## config.mk

```make
export PLATFORM = sky130hd
export DESIGN_NAME = rcs_chip_status_control
export DESIGN_NICKNAME = d
export VERILOG_FILES = /design/src/rcs_pkg.sv /design/src/rcs_reg8.sv /design/src/rcs_chip_status_control.sv
export SDC_FILE = /design/constraint.sdc
export NUM_CORES = 1
export LEC_CHECK = 0
export BUFFER_PORTS_ARGS = -buffer_cell sky130_fd_sc_hd__buf_4
export CAP_MARGIN = 10
export CORE_ASPECT_RATIO = 0.9
export CORE_UTILIZATION = 40
export DETAILED_ROUTE_END_ITERATION = 8
export GPL_ROUTABILITY_DRIVEN = 1
export PLACE_DENSITY = 0.63
export RECOVER_POWER = 50
export REMOVE_ABC_BUFFERS = 1
export SLEW_MARGIN = 20
export SYNTH_ARGS = -nofsm -noshare
export SYNTH_HDL_FRONTEND = slang
export SYNTH_SLANG_ARGS = --single-unit
```

## constraint.sdc

```tcl
create_clock -name i_mclk -period 1.95 [get_ports i_mclk]
set_clock_uncertainty 0.2 [all_clocks]
set_input_delay 0.0975 -clock i_mclk [delete_from_list [all_inputs] [get_ports i_mclk]]
set_output_delay 0.0975 -clock i_mclk [all_outputs]
set_load 0.02 [all_outputs]
```

## src/rcs_pkg.sv

```systemverilog
`default_nettype none
package rcs_pkg;
    // Register addresses of the host port
    localparam logic [4:0] ADDR_CHIP_STATUS_CONTROL = 5'h00;
    localparam logic [4:0] ADDR_PROTOCOL_SELECT     = 5'h01;
    // Reset values
    localparam logic [7:0] CSC_RESET   = 8'h01;
    localparam logic [7:0] PROTO_RESET = 8'h02;
    // Control register field positions
    localparam int BIT_STANDBY        = 7;
    localparam int BIT_BYPASS         = 6;
    localparam int BIT_CARRIER_ON     = 5;
    localparam int BIT_HALF_DRIVE     = 4;
    localparam int BIT_MAIN_INPUT     = 3;
    localparam int BIT_AGC_ON         = 2;
    localparam int BIT_FORCE_RX       = 1;
    localparam int BIT_SUPPLY_RANGE   = 0;
    // Protocol register bypass variant bit
    localparam int BIT_DIRECT_VARIANT = 6;
    // Operating modes seen by the rest of the chip
    typedef enum logic [1:0] {
        RCS_MODE_FRAMED  = 2'b00,
        RCS_MODE_DIRECT0 = 2'b01,
        RCS_MODE_DIRECT1 = 2'b10
    } rcs_mode_t;
endpackage
`default_nettype wire

```

## src/rcs_reg8.sv

```systemverilog
`default_nettype none
module rcs_reg8 #(
    parameter logic [7:0] RESET_VAL = 8'h00
) (
    // Clock and reset
    input  wire logic       i_mclk,
    input  wire logic       i_rstn,
    // Preset when chip disabled
    input  wire logic       i_preset,
    // Write strobe and data
    input  wire logic       i_we,
    input  wire logic [7:0] i_wdata,
    // Stored value
    output logic      [7:0] o_q
);
    logic [7:0] val_q;  // Stored byte
    logic [7:0] val_d;  // Next byte

    // Preset beats write so disable always restores defaults
    always_comb begin
        val_d = val_q;
        if (i_preset) begin
            val_d = RESET_VAL;
        end else if (i_we) begin
            val_d = i_wdata;
        end
    end

    // Register only
    always_ff @(posedge i_mclk or negedge i_rstn) begin
        if (!i_rstn) begin
            val_q <= RESET_VAL;
        end else begin
            val_q <= val_d;
        end
    end

    assign o_q = val_q;
endmodule // rcs_reg8
`default_nettype wire

```

## src/rcs_chip_status_control.sv

```systemverilog
// Functional notes
// - Chip disable or reset loads 0x01
// - Bit 7 standby, clock kept running
// - Bit 6 bypasses framing to direct mode
// - Bit 5 turns transmitter and receivers on
// - Bit 4 one selects half drive
// - Bit 2 enables gain control
// - Bit 1 forces receiver and oscillator
// - Bit 0 zero selects 3-volt range
// - Protocol bit 6 picks direct variant
`default_nettype none
module rcs_chip_status_control (
    // Clock and reset
    input  wire logic                 i_mclk,
    input  wire logic                 i_rstn,
    // Chip-activate pin, active high
    input  wire logic                 i_chip_enable,
    // Host register port
    input  wire logic [4:0]           i_addr,
    input  wire logic                 i_wr,
    input  wire logic                 i_rd,
    input  wire logic [7:0]           i_wdata,
    output logic      [7:0]           o_rdata,
    // Decoded controls
    output logic                      o_standby,
    output logic                      o_osc_run,
    output rcs_pkg::rcs_mode_t        o_mode,
    output logic                      o_carrier_output_active,
    output logic                      o_tx_osc_enable,
    output logic                      o_receiver_enable,
    output logic                      o_half_drive_select,
    output logic                      o_main_input_select,
    output logic                      o_agc_enable,
    output logic                      o_supply_range_select
);
    logic       preset;      // Reload defaults
    logic       we_csc;      // Control write strobe
    logic       we_proto;    // Protocol write strobe
    logic [7:0] csc_q;       // Control register
    logic [7:0] proto_q;     // Protocol register
    logic [7:0] rdata_d;     // Next read data
    logic [7:0] rdata_q;     // Read data register

    assign preset   = !i_chip_enable;
    assign we_csc   = i_wr && (i_addr == rcs_pkg::ADDR_CHIP_STATUS_CONTROL);
    assign we_proto = i_wr && (i_addr == rcs_pkg::ADDR_PROTOCOL_SELECT);

    rcs_reg8 #(
        .RESET_VAL (rcs_pkg::CSC_RESET)
    ) u_csc (
        .i_mclk   (i_mclk),
        .i_rstn   (i_rstn),
        .i_preset (preset),
        .i_we     (we_csc),
        .i_wdata  (i_wdata),
        .o_q      (csc_q)
    );

    rcs_reg8 #(
        .RESET_VAL (rcs_pkg::PROTO_RESET)
    ) u_proto (
        .i_mclk   (i_mclk),
        .i_rstn   (i_rstn),
        .i_preset (preset),
        .i_we     (we_proto),
        .i_wdata  (i_wdata),
        .o_q      (proto_q)
    );

    always_comb begin
        rdata_d = rdata_q;
        if (i_rd) begin
            unique case (i_addr)
                rcs_pkg::ADDR_CHIP_STATUS_CONTROL: rdata_d = csc_q;
                rcs_pkg::ADDR_PROTOCOL_SELECT:     rdata_d = proto_q;
                default:                           rdata_d = 8'h00;
            endcase
        end
    end

    // Read data register
    always_ff @(posedge i_mclk or negedge i_rstn) begin
        if (!i_rstn) begin
            rdata_q <= 8'h00;
        end else begin
            rdata_q <= rdata_d;
        end
    end
    assign o_rdata = rdata_q;

    assign o_standby = csc_q[rcs_pkg::BIT_STANDBY];
    assign o_osc_run = 1'b1;

    always_comb begin
        if (!csc_q[rcs_pkg::BIT_BYPASS]) begin
            o_mode = rcs_pkg::RCS_MODE_FRAMED;
        end else if (proto_q[rcs_pkg::BIT_DIRECT_VARIANT]) begin
            o_mode = rcs_pkg::RCS_MODE_DIRECT1;
        end else begin
            o_mode = rcs_pkg::RCS_MODE_DIRECT0;
        end
    end

    assign o_carrier_output_active = csc_q[rcs_pkg::BIT_CARRIER_ON];
    // forced receive path for field checks
    assign o_receiver_enable = csc_q[rcs_pkg::BIT_CARRIER_ON]
                             | csc_q[rcs_pkg::BIT_FORCE_RX];
    assign o_tx_osc_enable   = o_receiver_enable;
    assign o_half_drive_select   = csc_q[rcs_pkg::BIT_HALF_DRIVE];
    assign o_main_input_select   = csc_q[rcs_pkg::BIT_MAIN_INPUT];
    assign o_agc_enable          = csc_q[rcs_pkg::BIT_AGC_ON];
    // supply range, zero is 3 V
    assign o_supply_range_select = csc_q[rcs_pkg::BIT_SUPPLY_RANGE];

    property p_preset;
        @(posedge i_mclk) disable iff (!i_rstn)
        !i_chip_enable |=> (csc_q == rcs_pkg::CSC_RESET);
    endproperty
    a_preset: assert property (p_preset) else $error("no preset");

    // write, one quiet cycle, then read returns the byte
    // Host scrambles data after release, so a stale sample would show
    property p_readback;
        @(posedge i_mclk) disable iff (!i_rstn)
        (we_csc && i_chip_enable)
        ##1 (!we_csc && i_chip_enable)
        ##1 (i_rd && !i_wr && i_chip_enable
            && i_addr == rcs_pkg::ADDR_CHIP_STATUS_CONTROL)
        |=> (o_rdata == $past(i_wdata, 3));
    endproperty
    a_readback: assert property (p_readback) else $error("readback");

    // receiver and oscillator follow carrier or force
    // Checked against the written byte, not the stored copy
    property p_rx;
        @(posedge i_mclk) disable iff (!i_rstn)
        (we_csc && i_chip_enable)
        |=> (o_receiver_enable
                == ($past(i_wdata[rcs_pkg::BIT_CARRIER_ON])
                    | $past(i_wdata[rcs_pkg::BIT_FORCE_RX])))
            && (o_tx_osc_enable == o_receiver_enable);
    endproperty
    a_rx: assert property (p_rx) else $error("rx enable");

    property p_mode;
        @(posedge i_mclk) disable iff (!i_rstn)
        (we_csc && i_chip_enable && !i_wdata[6])
        |=> (o_mode == rcs_pkg::RCS_MODE_FRAMED);
    endproperty
    a_mode: assert property (p_mode) else $error("mode");

    property p_carrier;
        @(posedge i_mclk) disable iff (!i_rstn)
        (we_csc && i_chip_enable)
        |=> (o_carrier_output_active == $past(i_wdata[5]));
    endproperty
    a_carrier: assert property (p_carrier) else $error("carrier");

    // standby follows bit, oscillator keeps running
    property p_standby;
        @(posedge i_mclk) disable iff (!i_rstn)
        (we_csc && i_chip_enable)
        |=> (o_standby == $past(i_wdata[rcs_pkg::BIT_STANDBY]))
            && o_osc_run;
    endproperty
    a_standby: assert property (p_standby) else $error("standby");

    property p_drive;
        @(posedge i_mclk) disable iff (!i_rstn)
        (we_csc && i_chip_enable)
        |=> (o_half_drive_select
                == $past(i_wdata[rcs_pkg::BIT_HALF_DRIVE]));
    endproperty
    a_drive: assert property (p_drive) else $error("drive level");

    property p_input;
        @(posedge i_mclk) disable iff (!i_rstn)
        (we_csc && i_chip_enable)
        |=> (o_main_input_select
                == $past(i_wdata[rcs_pkg::BIT_MAIN_INPUT]));
    endproperty
    a_input: assert property (p_input) else $error("input select");

    property p_agc;
        @(posedge i_mclk) disable iff (!i_rstn)
        (we_csc && i_chip_enable)
        |=> (o_agc_enable == $past(i_wdata[rcs_pkg::BIT_AGC_ON]));
    endproperty
    a_agc: assert property (p_agc) else $error("gain control");

    property p_supply;
        @(posedge i_mclk) disable iff (!i_rstn)
        (we_csc && i_chip_enable)
        |=> (o_supply_range_select
                == $past(i_wdata[rcs_pkg::BIT_SUPPLY_RANGE]));
    endproperty
    a_supply: assert property (p_supply) else $error("supply");

    // Main scenarios: direct variant, standby, forced receive, preset
    c_direct1: cover property (@(posedge i_mclk)
        o_mode == rcs_pkg::RCS_MODE_DIRECT1);
    c_standby: cover property (@(posedge i_mclk) o_standby);
    c_force: cover property (@(posedge i_mclk)
        o_receiver_enable && !o_carrier_output_active);
    // Preset overriding a host write in the same cycle
    c_preset: cover property (@(posedge i_mclk)
        !i_chip_enable && i_wr);
endmodule // rcs_chip_status_control
`default_nettype wire

```

==> run metrics, run 1 <==
Starting Density=44.3%; drt pass-1 iters=4; H-tree levels=1; Max Clk Rate=slightly above 600 MHz; final setup fails=0; Avg Cell Area, Syn=11.3 um^2; initial antenna violation count=0; cts bufs inserted=3; Hold/Removal Path Class=primary input to flip-flop; Max FO, Critical Path=25; final count of hold timing violations=0; CP Launch Type=primary input; status=complete, no violations; vias in the first global route=906; worst slack, placed=0.352 ns; RSZ-0062 raised after global routing=no; Area growth syn-to-layout=36.9%; post-synthesis sequential area ratio=52.9%; min cycle time layout=~1.6 ns; TNS Setup=0 ns; Final Hold Slack=0.0780 ns; WP data required=around 2.0 ns; Inserted Diodes=0; count of buffers from port buffering=35; leakage power=0.000778 uW; Cells after Synth=101; Synth cell types=21; global routing usage on met1=between 20 and 25%; Worst Max-Slew Pin Slew=1.29 ns; ANT nets after route=0; gr busiest metal=met2; Clock Sinks=24; layout cells sized above 1=a little over a quarter; global-route met2 utilization=30.8%; CP Capture Type=flip-flop; clk root buf=clkbuf_4; Final Wtd Congestion=0.707; Mapped Area=1140 um^2; Horiz. Die Dim=58.3 um; min setup slack post-route=0.329 ns; top cell type's share of synthesized area=48.3%; die area=3070 um^2; nets=roughly 170; Final Cycle Share=between 80 and 90%; total design power=959 uW; Max Slew Vio Count=0; met3 usage=2.96%; Arr. time, crit path=1.67 ns; post-DR vias/cell=4.89; total wire length=2440 um; Crit Path Class=primary input to flip-flop; later-pin clock latency in the skew report=just over 0.3 ns; Area contributors post-synth=dfrtp_1 (48%), mux2i_1 (13%), nand2_1 (7.2%), a221o_1 (7.0%), nor2b_1 (6.0%); core area=2570 um^2; Vias=899; routed length per instance=13.3 um; I/O pin count=37; Max Cap Viol=0; Clk pin slew, worst setup/hold paths=0.14 ns; Yosys reg bits=24; global-route wire length before repair=3970 um; pwr dens=615 nW/um^2; row count=17; First DRT Iteration DRCs=15; YS warnings=0; post-detail-place hpwl=between 1500 and 2000 um; largest net degree at the start of global routing=26; relative slew slack=13.7%; worst ir drop on vdd=0.436 mV; grt total ovfl=0; GRT Total Usage=~17%; largest area contributor in the netlist=dfrtp_1; DRC=0; clk buf depth=2; final core occ=60.6%; CTS tree=built; Die H=52.6 um
## flip-flops by register name (all words and copies together) (netlist names)
register,count
o_rdata,8
u_csc.o_q,8
u_proto.o_q,8
## synthesized netlist by cell type, drive strengths merged
master	count
nand2	22
nand3	1
nor2	1
dfrtp	22
conb	1
nand4	1
and4b	2
a221o	8
mux2i	15
dfstp	2
or2	1
nor3	1
o211ai	1
and2	1
and3	2
clkbuf	1
buf	7
nor2b	11
inv	1
## area by class of cell
cell class	instances	area, um^2
Fill cell	219	1010
Sequential cell	24	603
Multi-Input combinational cell	68	469
Timing Repair Buffer	49	384
Tap cell	38	47.5
Clock inverter	1	30.0
Clock buffer	3	22.5
Inverter	1	3.75
## path summary, 6_finish.rpt
path                            slack (ns)           end  cells after the start            from
worst max-delay path                  0.33  u_csc.o_q[1]                      5   i_chip_enable
worst min-delay path                  0.08  u_csc.o_q[1]                      4       i_addr[4]
worst max register to register        0.86    o_rdata[5]                      2      o_rdata[5]
worst min register to register        0.32    o_rdata[3]                      1  u_proto.o_q[3]
max in group asynchronous             0.41    o_rdata[7]                      2          i_rstn
min in group asynchronous             0.38    o_rdata[3]                      2          i_rstn
## power by group
group	internal [uW]	total [uW]	switching (uW)	leakage (uW)
combinational	49.3	96.4	47.1	0.000422
sequential	502	504	2.18	0.000328
clock	208	359	151	0.0000279
total	759	959	201	0.000778
## cells by family (layout without fill, tap and decap cells)
kind of cell           after synthesis  count (layout)  share of synthesized area (%)
AO/OA/AOI/OAI                        9               9                           7.68
AND/OR/NAND/NOR                     43              43                           20.4
buffers and inverters                9              54                           5.49
other                                1               1                          0.329
multiplexers                        15              15                           13.2
flip-flops                          24              24                           52.9
## routing by layer
metal / vias up / share of wire (%)
met2: 21 / 49
met3: 2 / 3.3
li1: 438 / -
met1: 438 / 47
met4: 0 / 0.49
met5: - / 0
## critical path: stages
cell           delay [ns]
dlygate4sd3_1        0.53
buf_4                0.25
nand2_1              0.07
dlygate4sd3_1        0.57
mux2i_1              0.15
## stage by stage
step                      instance area, um^2  std cells
after floorplan                          1080         93
after global placement                   1390        166
after detailed placement                 1390        166
after CTS                                1580        184
after global routing                     1560        184
final                                    1560        184
## placed cells by master, fill, tap and decap left out, types with 2 or more instances in the layout
cell           instances
a221o_1                8
and3_1                 2
and4b_1                2
buf_4                 30
clkbuf_1               5
clkbuf_4               3
dfrtp_1               22
dfstp_2                2
dlygate4sd3_1         14
mux2i_1               15
nand2_1               22
nor2b_1               11
## what timing repair did
item,in CTS,in global routing
hold buffers,14,0
resized for setup,0,0
buffers inserted,0,0
hold endpoints to repair,43,0
No activity file was read; power rests on OpenSTA's default activity.
==> run 2: changes to the inputs <==
--- a/config.mk
+++ b/config.mk
@@ -5,13 +5,14 @@
 export SDC_FILE = /design/constraint.sdc
 export NUM_CORES = 1
 export LEC_CHECK = 0
+export ABC_AREA = 1
 export BUFFER_PORTS_ARGS = -buffer_cell sky130_fd_sc_hd__buf_4
 export CAP_MARGIN = 10
 export CORE_ASPECT_RATIO = 0.9
 export CORE_UTILIZATION = 40
 export DETAILED_ROUTE_END_ITERATION = 8
 export GPL_ROUTABILITY_DRIVEN = 1
-export PLACE_DENSITY = 0.63
+export PLACE_DENSITY = 0.65
 export RECOVER_POWER = 50
 export REMOVE_ABC_BUFFERS = 1
 export SLEW_MARGIN = 20
==> constraint.sdc (replaced) <==
create_clock -name i_mclk -period 1.4 [get_ports i_mclk]
set_clock_uncertainty 0.2 [all_clocks]
set_input_delay 0.07 -clock i_mclk [delete_from_list [all_inputs] [get_ports i_mclk]]
set_output_delay 0.07 -clock i_mclk [all_outputs]
set_load 0.02 [all_outputs]
==> run 2 against run 1 <==
Net effect: critical path type is now flip-flop to output pin; non-clock buffer count rose by 8; via count increased by 40%; critical endpoint is now o_receiver_enable; highest routed layer unchanged; synthesized cell count rose by 65%; first-iteration DRC count grew to 3.6 times the previous value; the run now ends with hold timing, setup timing left; routed wire length is 32% higher; critical path depth is 3 lower.
==> run metrics, run 2 <==
status=finished with violations; failing checks=hold timing, setup timing; Inserted Diodes=0; min cycle time layout=1.41 ns; Arr. time, crit path=1.14 ns; Final Wtd Congestion=0.749; CP Launch Type=flip-flop; RSZ-0062 raised after global routing=yes; First DRT Iteration DRCs=54; Mapped Area=1300 um^2; GRT Total Usage=20.3%; min setup slack post-route=-0.0107 ns; core area=between 3000 and 4000 um^2; pwr dens=approximately 800 nW/um^2; reg2reg end=o_rdata[0]; Clock Sinks=24; critical path's top delay family=flip-flops; CP Capture Type=output pin; crit path buf inv count=1; Synth cell types=18; Crit Path Class=flip-flop to output pin; commonest cells after routing, fill and taps aside=nand2_1 (72), buf_4 (24), dfrtp_1 (22), nand3_1 (18), dlygate4sd3_1 (18); placed cell areas=1600 um^2; total design power=1430 uW; post-route cell area=1820 um^2; placed cells=236; leakage power=just over 0.001 uW; YS warnings=0; clk buf depth=2; hold depth=6; top cell type's share of synthesized area=42.3%; CTS tree=built; Final Cycle Share=101%; post-synthesis sequential area ratio=roughly 46%; post-detail-place hpwl=2080 um; post-DR vias/cell=4.86; nets=237; ys flop type=dfrtp_1; synth cell count leaders=nand2_1 (72), dfrtp_1 (22), nand3_1 (18), nand4_1 (17), inv_1 (13); Max Clk Rate=709 MHz; Starting Density=42.4%; hold_sp=i_addr[0]; I/O pin count=37; number of flops mapped to enable cells by yosys=0; total wire length=approximately 3200 um; Clk pin slew, worst setup/hold paths=0.14 ns; top-count cell post-synth=nand2_1; drt pass-1 iters=4; Yosys reg bits=24; H-tree levels=1; FILL cells=about 280; Horiz. Die Dim=62.1 um; DRC=0; WP data required=1.13 ns; Area contributors post-synth=dfrtp_1 (42%), nand2_1 (21%), nand4_1 (8.2%), nand3_1 (6.9%), dfstp_2 (4.0%); Vias=1263; Cells after Synth=approximately 170; Die H=56.1 um; Max FO, Critical Path=2; final instance count without filler cells=260; grt total ovfl=0; Hold Crit Endpoint=o_rdata[6]; R2R Setup Slk=0.27 ns; clk root buf=clkbuf_4; Hold/Removal Path Class=primary input to flip-flop; initial antenna violation count=0; routed length per instance=12.4 um; worst ir drop on vdd=0.394 mV; ANT nets after route=0; Final Hold Slack=-0.0192 ns; slowest CP cell=dfrtp_1; Area growth syn-to-layout=39.8%; TNS Setup=-0.0209 ns; crit path cell chain=or2_4 > buf_6; cts bufs inserted=3; Avg Cell Area, Syn=approximately 7.8 um^2; global-route wire length before repair=about 5200 um; vias in the first global route=1161; row count=19; final setup fails=2; worst slack, placed=0.161 ns; later-pin clock latency in the skew report=~0.32 ns; largest area contributor in the netlist=dfrtp_1; Async SR Flop Fraction=100%; Max Slew Vio Count=0; die area=3480 um^2; largest net degree at the start of global routing=27; layout cells sized above 1=roughly 21%; count of buffers from port buffering=35; Worst R2R Path Depth=4; max incr delay on CP=0.42 ns; reg-to-reg startpoint=u_csc.o_q[0]; final count of hold timing violations=6; Max Cap Viol=0; most common cell after layout, fill and taps aside=nand2_1
run 2: layer usage:
metal  vias to the layer above  part of all wire [%]  global-route usage [%]
met2                        36                    49                    33.7
met3                         5                   3.4                    2.09
met5                         -                     0                       0
met1                       585                    47                    26.8
met4                         0                   1.4                    6.67
li1                        637                     -                       -
run 2: through the flow:
| step | hold WS [ns] | utilization [%] |
|---|---|---|
| floorplan | -0.426 | - |
| global placement | -0.218 | 52.2 |
| detailed placement | -0.214 | 52.2 |
| CTS | -0.0287 | 60.3 |
| global route | 0.00940 | 59.3 |
| finish | -0.0192 | 59.3 |
run 2: power breakdown:
group          switching [uW]  internal [uW]
clock                     224            290
combinational             114           97.0
sequential               6.21            703
run 2: tightest hold or removal path: cells and delay by family:
kind | cells | cell delay (ns)
and+or+nand+nor | 5 | 0.29
buffers and inverters | 1 | 0.11
run 2: worst max-delay path by stage:
stage,start,end,slack (ns),cells past startpoint
after floorplan,i_addr[3],u_proto.o_q[0],-0.35,4
after global placement,i_addr[3],u_csc.o_q[1],0.16,7
after detailed placement,i_addr[3],u_csc.o_q[1],0.16,7
after CTS,u_csc.o_q[5],o_tx_osc_enable,-0.006,2
after global routing,u_csc.o_q[5],o_tx_osc_enable,-0.04,2
final,u_csc.o_q[5],o_receiver_enable,-0.01,2
run 2: kinds of logic (layout without fill, tap and decap cells):
logic type	Yosys count	after routing	synth area share [%]
and+or+nand+nor	117	117	44.5
buffers and inverters	25	76	8.85
DFF	24	24	46.4
other	1	1	0.288
run 2: what timing repair did:
item                                    4_1_cts  5_1_grt
endpoints found under the setup margin        2        2
hold buffers                                 17        1
gates cloned                                  0        0
gates resized for setup                       3        0
buffers inserted                              2        0
hold endpoints to repair                     48        1
run 2: final cells by class:
type	count	area, um^2	area share (%)
clock buffers	3	22.5	1.24
flip-flops and latches	24	603	33.2
inverters	15	61.3	3.37
multi-input cells	118	579	31.9
well taps	42	52.6	2.89
clock inverters	1	30.0	1.65
repair buffers	57	469	25.8
==> run 3: changes to the inputs <==
--- a/config.mk
+++ b/config.mk
@@ -9,10 +9,10 @@
 export BUFFER_PORTS_ARGS = -buffer_cell sky130_fd_sc_hd__buf_4
 export CAP_MARGIN = 10
 export CORE_ASPECT_RATIO = 0.9
-export CORE_UTILIZATION = 40
+export CORE_UTILIZATION = 35
 export DETAILED_ROUTE_END_ITERATION = 8
 export GPL_ROUTABILITY_DRIVEN = 1
-export PLACE_DENSITY = 0.65
+export PLACE_DENSITY = 0.58
 export RECOVER_POWER = 50
 export REMOVE_ABC_BUFFERS = 1
 export SLEW_MARGIN = 20
==> constraint.sdc (replaced) <==
create_clock -name i_mclk -period 1.4 [get_ports i_mclk]
set_clock_uncertainty 0.2 [all_clocks]
set_input_delay 0.07 -clock i_mclk [delete_from_list [all_inputs] [get_ports i_mclk]]
set_output_delay 0.07 -clock i_mclk [all_outputs]
set_load 0.05 [all_outputs]
==> run 3 against run 2 <==
Net effect: the run now ends clean; register-to-register slack gained 0.02 ns; design area shrank 1.7%; sequential share of layout area grew 0.56 points; critical path type unchanged; clock power shrank 7.2%; total power shrank 2.1%; maximum frequency grew 2.5%; sequential power is essentially flat.
==> run metrics, run 3 (synthesis results as in run 2) <==
status=complete, no violations; Inserted Diodes=0; clk buf depth=2; final setup fails=0; CP Launch Type=flip-flop; global routing usage on met1=between 20% and 30%; RSZ-0062 raised after global routing=yes; gr busiest metal=met2; total design power=1400 uW; initial antenna violation count=0; final instance count without filler cells=256; leakage power=0.00102 uW; crit path from=u_csc.o_q[5]; post-detail-place hpwl=2190 um; reg-to-reg startpoint=u_csc.o_q[0]; Max FO, Critical Path=2; placed cell areas=1600 um^2; commonest cells after routing, fill and taps aside=nand2_1 (72), buf_4 (25), dfrtp_1 (22), nand3_1 (18), nand4_1 (17); row count=20; cts bufs inserted=3; met3 usage=approximately 4.2%; Hold/Removal Path Class=primary input to flip-flop; global-route wire length before repair=5430 um; Clk pin slew, worst setup/hold paths=0.08 ns; CP Capture Type=output pin; largest net degree at the start of global routing=27; die area=about 4000 um^2; Clock Sinks=24; count of buffers from port buffering=35; global-route met2 utilization=30.3%; vias in the first global route=1146; Area growth syn-to-layout=37.5%; routed length per instance=between 10 and 15 um; max incr delay on CP=0.40 ns; Max Slew Vio Count=0; Starting Density=37.6%; Die H=59.8 um; CTS tree=built; crit path cell chain=or2_4 > buf_6; total wire length=3120 um; clk root buf=clkbuf_8; Horiz. Die Dim=66.2 um; Vias=1229; TNS Setup=0 ns; ANT nets after route=0; post-DR vias/cell=4.80; worst ir drop on vdd=0.554 mV; placed cells=238; DRC=0; post-route cell area=1790 um^2; most common cell after layout, fill and taps aside=nand2_1; Crit Path Class=flip-flop to output pin; pwr dens=785 nW/um^2; hold_sp=i_addr[1]; Worst Max-Slew Pin Slew=0.589 ns; Max Cap Viol=0; final count of hold timing violations=0; Final Cycle Share=98.3%; Final Wtd Congestion=0.742; layout cells sized above 1=25.0%; Final Hold Slack=0.00662 ns; First DRT Iteration DRCs=51; drt pass-1 iters=4; nets=231; relative slew slack=60.7%; min cycle time layout=approximately 1.4 ns; later-pin clock latency in the skew report=between 0.2 and 0.3 ns; H-tree levels=1; Arr. time, crit path=1.11 ns; slowest CP cell=dfrtp_1; I/O pin count=37; Max Clk Rate=727 MHz; core area=3450 um^2; WP data required=1.13 ns; grt total ovfl=0; GRT Total Usage=18.2%
## run 3: cell count changes in the layout (fill, tap and decap cells not counted), sizes merged
cell	delta
buf	+1
bufinv	-1
clkbuf	-1
dlygate4sd3	-5
## run 3: through the flow
stage	utilization (%)	setup slack (ns)
2_1_floorplan	-	-0.348
3_3_place_gp	46.4	0.163
3_5_place_dp	46.4	0.145
4_1_cts	52.4	0.0334
5_1_grt	51.8	-0.00568
6_report	51.8	0.0240
## run 3: power breakdown
| group | switching (uW) | internal (uW) | leakage [uW] |
|---|---|---|---|
| clock network | 226 | 251 | 0.0000288 |
| registers | 5.78 | 702 | 0.000328 |
| logic | 130 | 88.8 | 0.000666 |
| total | 361 | 1040 | 0.00102 |
## run 3: final timing paths
check | end | slack [ns] | cells after the start
worst max-delay path | o_tx_osc_enable | 0.02 | 2
worst min-delay path | u_proto.o_q[1] | 0.007 | 6
worst max register to register | o_rdata[0] | 0.29 | 4
worst min register to register | o_rdata[4] | 0.29 | 2
max in group asynchronous | u_proto.o_q[7] | 0.49 | 2
min in group asynchronous | o_rdata[5] | 0.13 | 2
## run 3: what timing repair did
item                                    in CTS  in global routing
hold buffers                                13                  0
gates resized for setup                      4                  0
endpoints found under the setup margin       2                  2
setup buffers                                1                  0
endpoints found under the hold margin       48                  0
## run 3: final cells by class
class / count / area [um^2]
inverter: 15 / 61.3
timing repair buffer: 51 / 429
multi-input combinational: 118 / 584
clock buffer: 4 / 55.1
fill: 347 / 1670
tap: 44 / 55.1
sequential: 24 / 603
## run 3: metal layers
metal | share of wire, % | routed length, um
met5 | 0 | 0
met2 | 48 | 1500
met1 | 45 | 1420
met3 | 6.4 | 199
met4 | 0.22 | 7
## run 3: worst max-delay path, delay by kind of cell (launching register included)
kind	cells	cell delay, ns
buffers and inverters	1	0.16
DFF	1	0.40
and+or+nand+nor	1	0.28
